--- src/hw/pim_params.svh ---
`ifndef PIM_PARAMS_SVH
`define PIM_PARAMS_SVH
`define PIM_CLK_MHZ 50
`define PIM_SCAN_NS 900
`define PIM_SCAN_CYC ((`PIM_SCAN_NS * `PIM_CLK_MHZ) / 1000)
`define PIM_GRP_HI 4'h8
`define PIM_OP_EXC 3'h0
`define PIM_OP_XFER 3'h3
`define PIM_FN_LAST_XFER 3'h2
`define PIM_FN_CLR 0
`define PIM_FN_EN 1
`define PIM_FN_DIS 2
`define PIM_DEV_HI 3'h4
`define PIM_MASK_RST 8'h00
`endif

--- src/hw/pim_pkg.sv ---
package pim_pkg;
	// Pins sampled from the bus side, all positive sense
	typedef struct packed {
		logic [15:0] bus;
		logic [7:0] lines;
		logic fry;
		logic dry;
		logic ack;
		logic iuc;
		logic jmp;
		logic pri_in;
		logic sysrst;
		logic run;
		logic exec;
		logic [2:0] strap;
		logic [2:0] jumper;
	} pins_t;
	typedef enum logic [1:0] {ST_IDLE, ST_REQ, ST_ACK} fsm_t;
	// Whole module state
	typedef struct packed {
		pins_t s1;
		pins_t s2;
		pins_t s3;
		logic [7:0] mask;
		logic [7:0] line_prev;
		logic [7:0] pending;
		logic enable;
		logic dto;
		fsm_t state;
		logic [2:0] served;
		logic [7:0] scan_cnt;
		logic req;
		logic pri_out;
		logic [15:0] bus_out;
		logic bus_oe;
	} st_t;
endpackage

--- src/hw/priority_interrupt_module.sv ---
`timescale 1ns/1ns
`include "pim_params.svh"
module priority_interrupt_module
(
	input wire logic core_clk,
	input wire logic reset_n,
	// Shared bus, three-signal form
	input wire logic [15:0] shared_bus_bits_in,
	output logic [15:0] shared_bus_bits_out,
	output logic shared_bus_bits_oe,
	// Bus strobes and control from the CPU
	input wire logic function_ready_strobe,
	input wire logic data_ready_strobe,
	input wire logic interrupt_acknowledge,
	input wire logic interrupt_timing_clock,
	input wire logic jump_mark_inhibit,
	input wire logic system_reset_in,
	input wire logic run_mode_entered,
	input wire logic execute_cmd_active,
	// Priority chain
	input wire logic priority_chain_in,
	output logic priority_chain_out,
	// Request to the CPU
	output logic interrupt_request_out,
	// Peripheral lines, bit 0 is line zero
	input wire logic [7:0] line_request,
	// Backplane straps and jumpers
	input wire logic vector_base_strap_a,
	input wire logic vector_base_strap_b,
	input wire logic vector_base_strap_c,
	input wire logic [2:0] device_addr_jumper
);

	// Registered state and its next value
	pim_pkg::st_t state_r;
	pim_pkg::st_t state_nxt;
	// Raw pin bundle
	pim_pkg::pins_t pins;
	// Edge events seen on the synchronised pins
	logic fry_rise;
	logic dry_rise;
	logic ack_rise;
	logic ack_fall;
	logic iuc_fall;
	logic jmp_rise;
	// Command decode results
	logic dev_hit;
	logic grp_hit;
	logic [2:0] op;
	logic [2:0] fn;
	// Request permission and pending updates
	logic allow;
	logic [7:0] set_pend;
	logic [7:0] clr_pend;

	// Lowest set index wins, line zero first
	function automatic logic [2:0] first_set(input logic [7:0] v);
		logic [2:0] idx;
		idx = 3'h0;
		for (int i = 7; i >= 0; i--)
		begin
			if (v[i])
				idx = 3'(i);
		end
		return idx;
	endfunction

	// Gather pins into one bundle for the synchroniser
	always_comb
	begin
		pins.bus = shared_bus_bits_in;
		pins.lines = line_request;
		pins.fry = function_ready_strobe;
		pins.dry = data_ready_strobe;
		pins.ack = interrupt_acknowledge;
		pins.iuc = interrupt_timing_clock;
		pins.jmp = jump_mark_inhibit;
		pins.pri_in = priority_chain_in;
		pins.sysrst = system_reset_in;
		pins.run = run_mode_entered;
		pins.exec = execute_cmd_active;
		pins.strap = {vector_base_strap_a, vector_base_strap_b,
			vector_base_strap_c};
		pins.jumper = device_addr_jumper;
	end

	// All next-state logic
	always_comb
	begin
		state_nxt = state_r;
		// Two flops before use; s1 feeds only s2
		state_nxt.s1 = pins;
		state_nxt.s2 = state_r.s1;
		state_nxt.s3 = state_r.s2;
		// Edges compare the second stage against the third
		fry_rise = state_r.s2.fry & ~state_r.s3.fry;
		dry_rise = state_r.s2.dry & ~state_r.s3.dry;
		ack_rise = state_r.s2.ack & ~state_r.s3.ack;
		ack_fall = ~state_r.s2.ack & state_r.s3.ack;
		// Trailing edge of the interrupt clock times requests
		iuc_fall = ~state_r.s2.iuc & state_r.s3.iuc;
		jmp_rise = state_r.s2.jmp & ~state_r.s3.jmp;
		// Device address 04X, X from jumpers
		dev_hit = state_r.s2.bus[5:0] ==
			{`PIM_DEV_HI, state_r.s2.jumper};
		grp_hit = state_r.s2.bus[15:12] == `PIM_GRP_HI;
		op = state_r.s2.bus[11:9];
		fn = state_r.s2.bus[8:6];
		// Request needs enable, run mode, no execute, free chain
		allow = state_r.enable & state_r.s2.run
			& ~state_r.s2.exec
			& state_r.s2.pri_in;
		set_pend = 8'h00;
		clr_pend = 8'h00;
		state_nxt.bus_oe = 1'b0;

		// CPU command cycle: function ready with no acknowledge
		if (fry_rise && !state_r.s2.ack && dev_hit && grp_hit)
		begin
			if (op == `PIM_OP_EXC)
			begin
				// Clear and enable or disable may combine
				if (fn[`PIM_FN_CLR])
					clr_pend = 8'hff;
				if (fn[`PIM_FN_EN])
					state_nxt.enable = 1'b1;
				if (fn[`PIM_FN_DIS])
					state_nxt.enable = 1'b0;
			end
			else if (op == `PIM_OP_XFER && fn <= `PIM_FN_LAST_XFER)
			begin
				// Memory, A or B source looks alike here
				state_nxt.dto = 1'b1;
			end
		end

		// Data ready carries the mask word and ends the transfer
		if (dry_rise)
		begin
			if (state_r.dto)
				state_nxt.mask = state_r.s2.bus[7:0];
			state_nxt.dto = 1'b0;
		end

		// Line scan on a fixed period from the core clock
		if (state_r.scan_cnt == 8'(`PIM_SCAN_CYC - 1))
		begin
			state_nxt.scan_cnt = 8'h00;
			state_nxt.line_prev = state_r.s2.lines;
			// Only a false-to-true change counts; mask blocks it
			set_pend = state_r.s2.lines & ~state_r.line_prev
				& ~state_r.mask;
		end
		else
		begin
			state_nxt.scan_cnt = state_r.scan_cnt + 8'h01;
		end

		// Jump-and-mark shuts the module off until software
		if (jmp_rise)
			state_nxt.enable = 1'b0;

		// Request and acknowledge sequence
		case (state_r.state)
			pim_pkg::ST_IDLE:
			begin
				state_nxt.req = 1'b0;
				if (iuc_fall && allow && (|state_r.pending))
				begin
					state_nxt.state = pim_pkg::ST_REQ;
					state_nxt.req = 1'b1;
					// Lowest index wins; the rest stay stored
					state_nxt.served = first_set(state_r.pending);
				end
			end
			pim_pkg::ST_REQ:
			begin
				// Withdraw if a higher request or inhibit appears
				if (!allow)
				begin
					state_nxt.state = pim_pkg::ST_IDLE;
					state_nxt.req = 1'b0;
				end
				else if (ack_rise)
				begin
					state_nxt.state = pim_pkg::ST_ACK;
				end
			end
			pim_pkg::ST_ACK:
			begin
				// Drive vector only while both strobes are high
				state_nxt.bus_oe = state_r.s2.fry & state_r.s2.ack;
				// Base from straps, line code above a zero bit
				state_nxt.bus_out = {9'h000, state_r.s2.strap,
					state_r.served,
					1'b0};
				if (ack_fall)
				begin
					clr_pend[state_r.served] = 1'b1;
					state_nxt.state = pim_pkg::ST_IDLE;
					state_nxt.req = 1'b0;
					state_nxt.bus_oe = 1'b0;
				end
			end
			default:
			begin
				state_nxt.state = pim_pkg::ST_IDLE;
				state_nxt.req = 1'b0;
			end
		endcase

		// A new edge beats a clear in the same cycle
		state_nxt.pending = (state_r.pending & ~clr_pend) | set_pend;

		// System reset clears control but never the mask
		if (state_r.s2.sysrst)
		begin
			state_nxt.enable = 1'b0;
			state_nxt.dto = 1'b0;
			state_nxt.pending = 8'h00;
			state_nxt.state = pim_pkg::ST_IDLE;
			state_nxt.req = 1'b0;
			state_nxt.bus_oe = 1'b0;
		end

		// Chain passes only when nothing of ours is in flight
		state_nxt.pri_out = state_r.s2.pri_in & ~state_nxt.req
			& (state_nxt.state != pim_pkg::ST_ACK);
	end

	// Single state register; reset loads constants only
	always_ff @(posedge core_clk or negedge reset_n)
	begin
		if (!reset_n)
		begin
			state_r <= '0;
			state_r.mask <= `PIM_MASK_RST;
			state_r.state <= pim_pkg::ST_IDLE;
		end
		else
		begin
			state_r <= state_nxt;
		end
	end

	// Outputs straight from flops
	assign shared_bus_bits_out = state_r.bus_out;
	assign shared_bus_bits_oe = state_r.bus_oe;
	assign interrupt_request_out = state_r.req;
	assign priority_chain_out = state_r.pri_out;
endmodule

--- config.mk ---
export PLATFORM = sky130hd
export DESIGN_NAME = priority_interrupt_module
export DESIGN_NICKNAME = d
export VERILOG_FILES = /design/src/hw/pim_pkg.sv /design/src/hw/priority_interrupt_module.sv
export VERILOG_INCLUDE_DIRS = /design/src /design/src/hw
export SDC_FILE = /design/constraint.sdc
export NUM_CORES = 1
export LEC_CHECK = 0
export ABC_CLOCK_PERIOD_IN_PS = 2200
export BUFFER_PORTS_ARGS = -buffer_cell sky130_fd_sc_hd__clkbuf_2
export CAP_MARGIN = 0
export CORE_MARGIN = 5
export CORE_UTILIZATION = 45
export DETAILED_ROUTE_END_ITERATION = 8
export GPL_TIMING_DRIVEN = 0
export PLACE_DENSITY = 0.74
export RECOVER_POWER = 25
export SLEW_MARGIN = 20
export SYNTH_ARGS = -nofsm -noshare
export SYNTH_HDL_FRONTEND = slang
export SYNTH_SLANG_ARGS = --single-unit
--- constraint.sdc ---
create_clock -name core_clk -period 2.2 [get_ports core_clk]
set_input_delay 0.44 -clock core_clk [delete_from_list [all_inputs] [get_ports core_clk]]
set_output_delay 0.44 -clock core_clk [all_outputs]
set_load 0.05 [all_outputs]
==> impl_metrics.py <==
metrics = {
    "placement": {
        "preCtsSetupSlack_ns": 0.3361,
        "place_area_mm2": 0.005037,
        "gp_congestion": 0.8408,
        "numPortBuffers": 49,
        "hpwl_mm": 4.926,
    },
    "critical_path": {
        "end_kind": "flip-flop",
        "required_ns": 2.59,
        "ff2ff_path_depth": 7,
        "worstSetupStartpointType": "flip-flop",
        "crit_arrival_ns": 2.31,
        "critPathKind": "flip-flop to flip-flop",
        "crit_fanout": 10,
    },
    "synth": {
        "ys_warn_count": 0,
        "syn_area_per_cell_um2": 14.02,
        "synth_cell_types": 46,
        "synth_top_area_share": 0.7196,
        "seq_area_frac_synth": 0.7196,
        "synth_edf_count": 0,
        "synth_area_mm2": 0.004556,
        "synth_ff_type": "dfrtp_1",
        "synthArstFlopShare": 1.000,
        "synth.area.top_cells": "dfrtp_1 72%, mux2_2 4.4%, nand2_1 3.6%, buf_4 2.6%, nor2_1 1.9%",
        "yosysTopAreaCell": "dfrtp_1",
        "syn_inst": 325,
        "synth-seq-cells": 131,
    },
    "sta": {
        "period_share": 0.8724,
        "hold_viol_final": 0,
        "min_period_ns": 1.919,
        "clock.fmax_ghz": 0.5211,
        "worst_slew_pin_slew_ns": 0.5591,
        "finalClockSkew_ns": 0.007485,
        "final.setup.worst_slack_ns": 0.2808,
        "fin_hold_ws_ns": 0.03673,
        "maxSlewHeadroom": 0.6260,
        "report.final.slew_viol_count": 0,
        "finalSetupViolCount": 0,
        "rsz0062_at_grt": "false",
    },
    "grt": {
        "antenna_found_initial": 0,
        "grt_usage": 0.1318,
        "grt_pass1_wl_mm": 12.86,
        "grt_pass1_vias": 2853,
        "grt_max_degree": 90,
        "overflow": 0,
    },
    "floorplanning": {
        "fp.dieH_um": 110.6,
        "core.rowCount": 36,
        "core_mm2": 0.009819,
        "io_pins": 60,
        "die_x_um": 110.6,
        "die-area_mm2": 0.01224,
        "start_util": 0.4639,
    },
    "worst_hold_path": {
        "holdPathStages": 1,
        "hp-class": "input pin to flip-flop",
    },
    "final_layout": {
        "num_antenna_cells": 0,
        "regArea_mm2": 0.003278,
        "nFillCells": 802,
        "multi_input_area_mm2": 0.001121,
        "area_delta_synth_final_pct": 22.77,
        "drive_gt1_frac": 0.3077,
        "layout.nets": 447,
        "design_area_mm2": 0.005593,
    },
    "power": {
        "comb_power_share": 0.038,
        "power_density_mw_per_mm2": 941.1,
        "seqPwrFrac": 0.483,
        "switching_share": 0.2258,
        "p_switching_mw": 1.189,
        "power_mw": 5.263,
        "p_leak_nw": 2.702,
        "internal_power_mw": 4.075,
        "peakVddDrop_v": 0.0006018,
        "power.share.clock": 0.479,
    },
    "cts": {
        "htree_levels": 4,
        "clk_latency_ns": 0.51,
        "cts_buffer_depth": 2,
        "path_clk_slew_ns": 0.06,
        "cts_resized": 0,
        "cts_made_buffers": 17,
        "ctsRootBufferMaster": "clkbuf_8",
        "tritoncts": "done",
        "cts_sinks": 131,
    },
    "route": {
        "drc": 0,
        "routedWlPerCell_um": 13.44,
        "drt-total-wl_mm": 7.376,
        "via_count": 2603,
        "final_antenna_net_count": 0,
        "via_per_inst": 4.741,
        "drt_iter0_drc": 151,
        "drt-pass1-iter-count": 4,
    },
    "outcome": {
        "outcome": "finished, final reports clean",
    },
    "flow_run": {
        "maxCapViolations": 0,
    },
}
## synthesized netlist by cell type, types with 2 or more instances
cell type  instances
a21oi_1            4
and3_1             2
and4_1             3
and4bb_2           2
buf_2              2
buf_4             16
buf_6              2
dfrtp_1          131
ha_1               2
inv_1              9
mux2_2            18
nand2_1           44
nand3_1            5
nand4_1            3
nor2_1            23
nor2b_1            6
nor3_1             2
nor3b_1            2
nor4b_1            4
nor4b_4            2
o21ai_0            4
o22ai_1            8
xnor2_1            3
xor2_1             6
## stage by stage
step,std cells,util,TNS [ns]
2_1_floorplan,334,-,0
3_3_place_gp,516,0.5093,-141.77
3_5_place_dp,517,0.5130,0
4_1_cts,549,0.5696,0
5_1_grt,549,0.5696,0
6_report,549,0.5696,0
## layout by cell type, fill, tap and decap left out, types with 4 or more instances in the layout
cell | netlist | routed
a21oi_1 | 4 | 4
buf_4 | 16 | 16
clkbuf_16 | 0 | 16
clkbuf_2 | 0 | 48
clkinvlp_4 | 0 | 4
conb_1 | 1 | 10
dfrtp_1 | 131 | 131
inv_1 | 9 | 9
inv_6 | 0 | 4
mux2_2 | 18 | 18
nand2_1 | 44 | 44
nand3_1 | 5 | 5
nor2_1 | 23 | 23
nor2b_1 | 6 | 6
nor4b_1 | 4 | 4
o21ai_0 | 4 | 4
o22ai_1 | 8 | 8
xor2_1 | 6 | 6
## layer usage
| layer | vias to the layer above | track usage | routed length (um) |
|---|---|---|---|
| met5 | - | 0 | 0 |
| met3 | 15 | 0.04595 | 395 |
| met4 | 0 | 0.05583 | 146 |
| met1 | 1279 | 0.1482 | 2988 |
| li1 | 1226 | - | - |
| met2 | 83 | 0.2273 | 3845 |
## sequential cells by signal, summed over array words and instances, names as in the netlist
signal	flops
fn	3
interrupt_request_out	1
op	3
priority_chain_out	1
shared_bus_bits_oe	1
shared_bus_bits_out	6
state_nxt	72
state_r	44
## power groups by stage
stage / Combinational [mW] / Clock (mW) / Sequential, mW
2_1_floorplan: 0.102 / 0 / 2.57
3_3_place_gp: 0.191 / 0 / 2.58
3_5_place_dp: 0.203 / 0 / 2.58
4_1_cts: 0.206 / 2.57 / 2.54
5_1_grt: 0.227 / 2.69 / 2.55
6_report: 0.202 / 2.52 / 2.54
## timing repair
| action | CTS | global route |
|---|---|---|
| hold endpoints to repair | 42 | 0 |
| hold buffers | 1 | 0 |
| buffers inserted | 0 | 0 |
## path summary, 6_finish.rpt
path | startpoint | end | slack [ns]
max in group asynchronous | reset_n | state_r[34] | 1.10
min | shared_bus_bits_in[10] | state_nxt[130] | 0.04
min reg2reg | state_nxt[135] | state_nxt[96] | 0.34
max reg2reg | state_r[20] | state_r[48] | 0.28
max | state_r[20] | state_r[48] | 0.28
min in group asynchronous | reset_n | state_nxt[107] | 0.40
## cell families after synthesis
logic type,synth area share
buf+inv,0.04175
other cells,0.0008232
simple gates,0.1258
mux,0.04449
flops,0.7196
xor+xnor,0.01730
compound gates,0.04477
fa+ha+maj,0.005492
## worst max-delay path, cell delays in order, from the launching register on
cell	delay, ns
dfrtp_1	0.42
inv_1	0.09
ha_1	0.15
nor4b_1	0.25
and3_1	0.21
buf_2	0.18
buf_6	0.17
mux2_2	0.34
## layout make-up
| class | count | share of cell area |
|---|---|---|
| Tap cell | 133 | 0.02975 |
| Inverter | 9 | 0.006040 |
| Timing Repair Buffer | 51 | 0.05213 |
| Sequential cell | 131 | 0.5861 |
| Clock inverter | 14 | 0.02349 |
| Clock buffer | 17 | 0.07405 |
| Multi-Input combinational cell | 173 | 0.2004 |
| Buffer | 21 | 0.02796 |
Power figures use the tool's default switching activity.
